<file path="config.mk">
export PLATFORM = sky130hd
export DESIGN_NAME = pll_control_and_multiplier_regs
export DESIGN_NICKNAME = d
export VERILOG_FILES = /design/src/pkg/pll_ctrl_pkg.sv /design/src/hw/pll_control_and_multiplier_regs.sv
export SDC_FILE = /design/constraint.sdc
export NUM_CORES = 1
export LEC_CHECK = 0
export ABC_AREA = 1
export BUFFER_PORTS_ARGS = -buffer_cell sky130_fd_sc_hd__buf_2
export CORE_MARGIN = 5
export CORE_UTILIZATION = 36
export DETAILED_ROUTE_END_ITERATION = 10
export GPL_TIMING_DRIVEN = 0
export PLACE_DENSITY = 0.76
export RECOVER_POWER = 50
export SLEW_MARGIN = 20
export SYNTH_ARGS = -nofsm -noshare
export SYNTH_HDL_FRONTEND = slang
export SYNTH_SLANG_ARGS = --single-unit
</file>
<file path="constraint.sdc">
create_clock -name clock -period 1.3 [get_ports clock]
set_clock_uncertainty 0.15 [all_clocks]
set_input_delay 0.195 -clock clock [delete_from_list [all_inputs] [get_ports clock]]
set_output_delay 0.195 -clock clock [all_outputs]
set_load 0.05 [all_outputs]
</file>
<file path="src/pkg/pll_ctrl_pkg.sv">
// Constants, types and register map of the PLL control block
package pll_ctrl_pkg;

    // ****************************************
    // Register map
    // ****************************************
    localparam logic [31:0] ADDR_PLL_CONTROL    = 32'h029a0100;
    localparam logic [31:0] ADDR_PLL_MULTIPLIER = 32'h029a0110;

    // ****************************************
    // Control register fields
    // ****************************************
    localparam int          CTL_MODE_BIT     = 0;
    localparam int          CTL_PWRDN_BIT    = 1;
    localparam int          CTL_RESET_BIT    = 3;
    localparam logic [31:0] CTL_WRITE_MASK   = 32'h0000000b;
    localparam logic [31:0] CTL_READ_ONES    = 32'h00000040;
    localparam logic [31:0] CTL_RESET_VALUE  = 32'h00000008;

    // ****************************************
    // Multiplier register fields
    // ****************************************
    localparam int          MULT_W           = 5;
    localparam logic [31:0] MULT_WRITE_MASK  = 32'h0000001f;
    localparam logic [4:0]  MULT_RESET_VALUE = 5'h00;

    // ****************************************
    // Pre-divider ratio codes
    // ****************************************
    localparam int         RATIO_W    = 5;
    localparam logic [4:0] RATIO_DIV1 = 5'h00;
    localparam logic [4:0] RATIO_DIV2 = 5'h01;
    localparam logic [4:0] RATIO_DIV3 = 5'h02;

    typedef enum logic [1:0] {
        SRC_CPU      = 2'b00,
        SRC_EMULATOR = 2'b01,
        SRC_DMA      = 2'b10,
        SRC_HOST     = 2'b11
    } master_e;

    typedef struct packed {
        logic        valid;
        logic        write;
        master_e     source;
        logic [31:0] addr;
        logic [31:0] wdata;
    } reg_req_s;

    typedef struct packed {
        logic        ack;
        logic        denied;
        logic        unmapped;
        logic [31:0] rdata;
    } reg_rsp_s;

    typedef struct packed {
        logic       pll_reset;
        logic       pll_power_down;
        logic       pll_mode;
        logic       reference_pre_divider_in_path;
        logic       pll_output_enable;
        logic       refclk_bypass;
        logic [5:0] multiplier;
        logic [1:0] pre_divide;
        logic       ratio_reserved;
    } pll_drive_s;

endpackage : pll_ctrl_pkg

</file>
<file path="src/hw/pll_control_and_multiplier_regs.sv">
// PLL control and multiplier registers with derived clock-path controls
//
// How it works
// - Only the processor core or the debug emulator may read or write these registers.
// - Control bits 31:8 and 2 and multiplier bits 31:5 read zero and ignore writes.
// - Control bit 6 always reads one whatever is written.
// - Control bit 3 holds the PLL in reset while set and releases it when clear.
// - Control bit 1 powers the PLL analog circuitry down while set.
// - With the mode bit clear the pre-divider and PLL are bypassed and clocks use the reference.
// - With the mode bit set the pre-divider and PLL are in path and the PLL output is enabled.
// - The 5-bit multiplier code gives a multiplication of code plus one.
// - Output frequency is set by the multiplier together with the pre-divide ratio.
// - Ratio codes 0, 1 and 2 divide by 1, 2 and 3; other codes are reserved.
`timescale 1ns/1ps

module pll_control_and_multiplier_regs
    import pll_ctrl_pkg::*;
(
    input  wire logic               clock,
    input  wire logic               rst,
    input  wire reg_req_s           req,
    input  wire logic [RATIO_W-1:0] pre_divider_ratio,
    output reg_rsp_s                rsp,
    output pll_drive_s              drive
);

    // ****************************************
    // Decode
    // ****************************************
    logic [31:0]       ctl_store;
    logic [MULT_W-1:0] mult_code;
    logic [31:0]       next_ctl_store;
    logic [MULT_W-1:0] next_mult_code;
    pll_drive_s        next_drive;
    reg_rsp_s          next_rsp;

    wire trusted  = (req.source == SRC_CPU) || (req.source == SRC_EMULATOR);
    wire hit_ctl  = (req.addr == ADDR_PLL_CONTROL);
    wire hit_mult = (req.addr == ADDR_PLL_MULTIPLIER);
    wire mapped   = hit_ctl || hit_mult;
    wire accepted = req.valid && trusted;
    wire wr_ctl   = accepted && req.write && hit_ctl;
    wire wr_mult  = accepted && req.write && hit_mult;
    wire rd_accepted = accepted && !req.write;

    // Stored bits only; reserved ones are masked off on the way in
    assign next_ctl_store = wr_ctl ? (req.wdata & CTL_WRITE_MASK) : ctl_store;
    assign next_mult_code = wr_mult ? req.wdata[MULT_W-1:0] : mult_code;

    // ****************************************
    // Read data
    // ****************************************
    wire [31:0] ctl_view  = (ctl_store & CTL_WRITE_MASK) | CTL_READ_ONES;
    wire [31:0] mult_view = {{(32 - MULT_W){1'b0}}, mult_code} & MULT_WRITE_MASK;
    wire [31:0] read_sel  = hit_ctl  ? ctl_view  :
                            hit_mult ? mult_view : 32'h00000000;

    // Untrusted requests are still answered, flagged as denied
    always_comb begin
        next_rsp          = '0;
        next_rsp.ack      = req.valid;
        next_rsp.denied   = req.valid && !trusted;
        next_rsp.unmapped = accepted && !mapped;
        next_rsp.rdata    = rd_accepted ? read_sel : 32'h00000000;
    end

    // ****************************************
    // Clock path controls
    // ****************************************
    wire mode_pll = next_ctl_store[CTL_MODE_BIT];

    // Reserved ratio codes are flagged and fall back to divide by one
    wire [1:0] divide_sel = (pre_divider_ratio == RATIO_DIV2) ? 2'h2 :
                            (pre_divider_ratio == RATIO_DIV3) ? 2'h3 : 2'h1;
    wire ratio_bad = (pre_divider_ratio != RATIO_DIV1) &&
                     (pre_divider_ratio != RATIO_DIV2) &&
                     (pre_divider_ratio != RATIO_DIV3);

    always_comb begin
        next_drive                   = '0;
        next_drive.pll_reset         = next_ctl_store[CTL_RESET_BIT];
        next_drive.pll_power_down    = next_ctl_store[CTL_PWRDN_BIT];
        next_drive.pll_mode          = mode_pll;
        next_drive.refclk_bypass     = !mode_pll;
        next_drive.reference_pre_divider_in_path    = mode_pll;
        next_drive.pll_output_enable = mode_pll;
        next_drive.multiplier        = {1'b0, next_mult_code} + 6'h01;
        next_drive.pre_divide        = divide_sel;
        next_drive.ratio_reserved    = ratio_bad;
    end

    // ****************************************
    // Registers
    // ****************************************
    always_ff @(posedge clock) begin
        if (rst) begin
            ctl_store <= CTL_RESET_VALUE;
            mult_code <= MULT_RESET_VALUE;
        end else begin
            ctl_store <= next_ctl_store;
            mult_code <= next_mult_code;
        end
    end

    always_ff @(posedge clock) begin
        if (rst) begin
            rsp <= '0;
        end else begin
            rsp <= next_rsp;
        end
    end

    // Outputs follow the register update on the same edge
    always_ff @(posedge clock) begin
        if (rst) begin
            drive                   <= '0;
            drive.pll_reset         <= CTL_RESET_VALUE[CTL_RESET_BIT];
            drive.refclk_bypass     <= 1'b1;
            drive.multiplier        <= 6'h01;
            drive.pre_divide        <= 2'h1;
        end else begin
            drive <= next_drive;
        end
    end
endmodule : pll_control_and_multiplier_regs

</file>
Word level (Yosys, flattened, before mapping). Index checks and enable logic that the tools add are counted.

Add/sub/neg operators: 1. Equal/unequal tests: 7. Mux-type cells: 6. Bitwise gates (word level): 2. Reduce and logical (&&, ||, !) cells: 20.

Operator list (number): $eq 32x26->1 const B (2); $mux 5 (2); $logic_and 1x1->1 (9); $mux 7 (1); $add 5x1->6 const B (1); $eq 5x1->1 const B (1); $eq 5x2->1 const B (1); $ne 5x1->1 const B (1); $ne 5x2->1 const B (1); $reduce_bool 5->1 (1); $logic_not 1->1 (4); $mux 2 (2); $mux 4 (1); $reduce_or 4->1 (1); $reduce_or 3->1 (1); $eq 2x1->1 const B (1); $logic_not 2->1 (1); $logic_or 1x1->1 (2); $not 1->1 (2); $reduce_or 2->1 (1).

Flip-flop bits (word level): 56. Input bits: 75. Output and inout bits: 50.

Depth between registers and ports, before layout.
Depth in word-level cells: 7. Gate-level depth with buffers: 13. Gate-level depth less buffers: 13.

Least setup slack after synthesis. OpenSTA, ideal clock, no wires.

Path type: input to register. Start point: input port req[65] (netlist bit). End point: register drive[7] (netlist bit). Arrival time: 1.112 ns. Path slack: -0.074 ns. Stages: 11. Buffers on the path: 1. Path through: inv_2 > nand2_1 > nor2_1 > buf_2 > nand3_2 > nand2_1 > nand2_2 > nor2_4 > nand2_2 > nand2_1 > nand2_1.

Cells in the longest elaborated chain, start to end: 7.

RTL lines: start: declaration (line pll_control_and_multiplier_regs.sv:21) `input wire reg_req_s req,`; $eq 2x1->1 or $logic_not 2->1 (tied branches) (line pll_control_and_multiplier_regs.sv:37) `wire trusted = (req.source == SRC_CPU) || (req.source == SRC_EMULATOR);`; $logic_or 1x1->1 * (line pll_control_and_multiplier_regs.sv:37); $logic_and 1x1->1 * (line pll_control_and_multiplier_regs.sv:41) `wire accepted = req.valid && trusted;`; $logic_and 1x1->1 * (2 in a row) (line pll_control_and_multiplier_regs.sv:43) `wire wr_mult = accepted && req.write && hit_mult;`; $mux 5 * (line pll_control_and_multiplier_regs.sv:48) `assign next_mult_code = wr_mult ? req.wdata[MULT_W-1:0] : mult_code;`; $add 5x1->6 * (line pll_control_and_multiplier_regs.sv:87) `next_drive.multiplier = {1'b0, next_mult_code} + 6'h01;`; end signal: assignment (line pll_control_and_multiplier_regs.sv:122) `drive <= next_drive;`; end: declaration (line pll_control_and_multiplier_regs.sv:24) `output pll_drive_s drive`.

Mark *: on every way between the ends. The rest lies on a longest branch, timed or not. A chain may end at the register's enable or synchronous reset.

Final worst setup path. Ends and elaborated chain as after synthesis.

==> results.md <==
* Outcome: finished with violations
* Failing checks: setup timing
* CP arrival at 1.37 ns
* CORE AREA at between 4000 and 5000 sq um
* Seq/Total Area, Yosys at 0.323
* Initial antenna violation count at 0
* Total power at approximately 1.8 mW
* N_diodes at 0
* Syn avg cell area at a little over 6 sq um
* Yosys warning total at 0
* Pre-CTS setup slack at -0.388 ns
* Max FO, Critical Path at 10
* Port Buf Inserts at 70
* Clock-pin slew on the worst setup and hold paths at around 0.080 ns
* TritonCTS Buffers at 3
* Die Span X at between 70 and 80 um
* Most frequent cells in the layout: buf_2 (50), nand2_1 (42), nor2_1 (32), buf_4 (32), inv_1 (31)
* Final Hold Viols at 0
* GP Congestion at between 0.8 and 0.9
* Max Freq at 0.739 GHz
* Max VDD drop at 0.384 mV
* Static leakage at roughly 1.4 nW
* Number of global-route vias before repair at between 1500 and 2000
* R2R Setup Slk at between 0.1 and 0.15 ns
* Setup TNS Final at -0.157 ns
* Rows at 24
* Hold depth at 2
* Die area at roughly 6000 sq um
* Largest net degree at the start of global routing at 16
* Final min period at 1.35 ns
* Net Sw Frac at 0.323
* Share of cells above drive strength 1 at 0.528
* Cell Area, Synth at ~1700 sq um
* Worst min-delay path class: in -> reg
* Gr ovfl total at 0
* Worst R2R Start: mult_code[0]$_SDFF_PP0_
* CP startpoint kind: input port
* Sw Pwr at a little under 600 uW
* Synth area leaders: dfxtp_1 (32%), nand2_1 (15%), nor2_1 (13%), buf_4 (13%), inv_1 (9.9%)
* Synth Register Bits at 27
* PD cells at 666 nW/um^2
* Layout Nets at ~450
* GRT Overall Usage at 0.135
* Total internal power at approximately 1.2 mW
* Fin. max-slew vios at 0
* WP data required at 1.32 ns
* Reg-to-reg endpoint: drive[7]$_SDFF_PP0_
* Design Area, Final at ~2800 sq um
* Clock tree root buffer cell: clkbuf_8
* Mapped Cells at ~270
* 1st-iter DRT viols at 70
* CTS Buffer Depth at 2
* Combinational share of power at 0.299
* # hold bufs at CTS at 0
* I/O Pins at 125
* Via count at 1847
* CP cell instances: buf_2, inv_2, nand2_2, nor2_4, buf_8, nand3_4, nand2_4, nand2_4, nor2_4, nand2_2, nand2_1, nand2_1
* Fill cells at between 400 and 500
* Slowest-stage cell, CP: nor2_4
* Most common cell after layout, fill and taps aside: buf_2
* CTS tree: yes
* First-pass GRT wire length at just over 7 mm
* Tcrit/Tclk final at 1.04
* DRT Pass-1 Iters at 4
* Layout area overhead at 64.7%
* Synth cell types at 23
* Worst-Skew Late Latency at between 0.2 and 0.3 ns
* Die Y at between 70 and 80 um
* DRT antenna net count at 0
* # DRC at 0
* CTS sink cnt at 27
* Post-synth top area cell: dfxtp_1
* RSZ-0062 raised after global routing: yes
* Max_cap viols at 0
* Slew @ Worst Pin at roughly 0.51 ns
* Initial Util at 0.376
* CTS HTree Levels at 1
* Max-slew headroom at 0.659
* CP max stage delay at roughly 0.17 ns
* Critical path launch point: req[65]
* DR WL/cell at 10.8 um
* Post-synth top area share at 0.323
* Hold WS at between 0.004 and 0.005 ns
* Drt total wl at 4.61 mm
* Clock power share at 0.247
* Final setup fails at 8
* Register-to-Register Path Depth at 7
* Setup slack after layout at -0.0528 ns
* Final HPWL DP at roughly 3.5 mm
* Worst Setup End Kind: flip-flop
* DP Area at 2270 sq um
* Via density at 4.31
* Sequential power share at 0.454
* Critical path class: in -> reg
* Crit path capture: drive[7]$_SDFF_PP0_
## through the flow
stage / std cells / util
after global placement: 419 / 0.511
after CTS: 425 / 0.553
after detailed placement: 419 / 0.511
final: 429 / 0.620
after global routing: 429 / 0.620
after floorplan: 297 / -
## worst min-delay path by stage
stage | from | to
2_1_floorplan | pre_divider_ratio[0] | drive[1]$_SDFF_PP1_
3_3_place_gp | mult_code[4]$_SDFF_PP0_ | rsp[4]$_SDFF_PP0_
3_5_place_dp | mult_code[4]$_SDFF_PP0_ | rsp[4]$_SDFF_PP0_
4_1_cts | pre_divider_ratio[0] | drive[1]$_SDFF_PP1_
5_1_grt | pre_divider_ratio[0] | drive[1]$_SDFF_PP1_
6_report | pre_divider_ratio[0] | drive[1]$_SDFF_PP1_
## power by group through the flow
| stage | clock network (mW) | registers, mW | logic, mW |
|---|---|---|---|
| global placement | 0 | 0.854 | 0.461 |
| CTS | 0.460 | 0.835 | 0.486 |
| finish | 0.453 | 0.833 | 0.548 |
| floorplan | 0 | 0.880 | 0.321 |
| global route | 0.490 | 0.834 | 0.586 |
| detailed placement | 0 | 0.854 | 0.465 |
## worst max-delay path: cells and delay by family
family | cells | cell delay [ns]
buffers and inverters | 3 | 0.32
AND/OR/NAND/NOR | 9 | 0.85
## state kept, by name, indices dropped and copies added (netlist names)
signal	count
mult_code	5
rsp	9
ctl_store	3
drive	10
## cell families after synthesis
kind of cell / after synthesis / synth area share
buf+inv: 78 / 0.239
simple gates: 159 / 0.411
flops: 27 / 0.323
compound gates: 7 / 0.0247
other cells: 1 / 0.00224
## Yosys cell counts (all sizes together)
library cell,n
a21oi,1
buf,29
clkbuf,1
conb,1
dfxtp,27
inv,48
nand2,71
nand3,14
nand4,2
nor2,66
nor3,3
nor3b,1
nor4,1
o211ai,2
o21ai,3
o22ai,1
or3,1
## layer usage
| layer | part of all wire | track usage | up-vias | wire, um |
|---|---|---|---|---|
| li1 | - | - | 961 | - |
| met1 | 0.39 | 0.152 | 808 | 1780 |
| met2 | 0.52 | 0.248 | 70 | 2420 |
| met3 | 0.069 | 0.0400 | 8 | 319 |
| met4 | 0.021 | 0.0367 | 0 | 96 |
| met5 | 0 | 0 | - | 0 |
## layout make-up
type,instances,area [sq um],area share
inverter,48,193,0.0700
multi-input combinational,192,1150,0.417
sequential,27,544,0.198
clock inverter,1,5.00,0.00182
tap,52,65.1,0.0236
clock buffer,3,41.3,0.0150
buffer,30,229,0.0831
timing repair buffer,76,528,0.192
## repair_timing
action / 4_1_cts / 5_1_grt
gates resized for setup: 30 / 81
pin swaps: 16 / 56
endpoints found under the setup margin: 11 / 16
buffers inserted: 2 / 4
No activity file was read; power rests on OpenSTA's default activity.
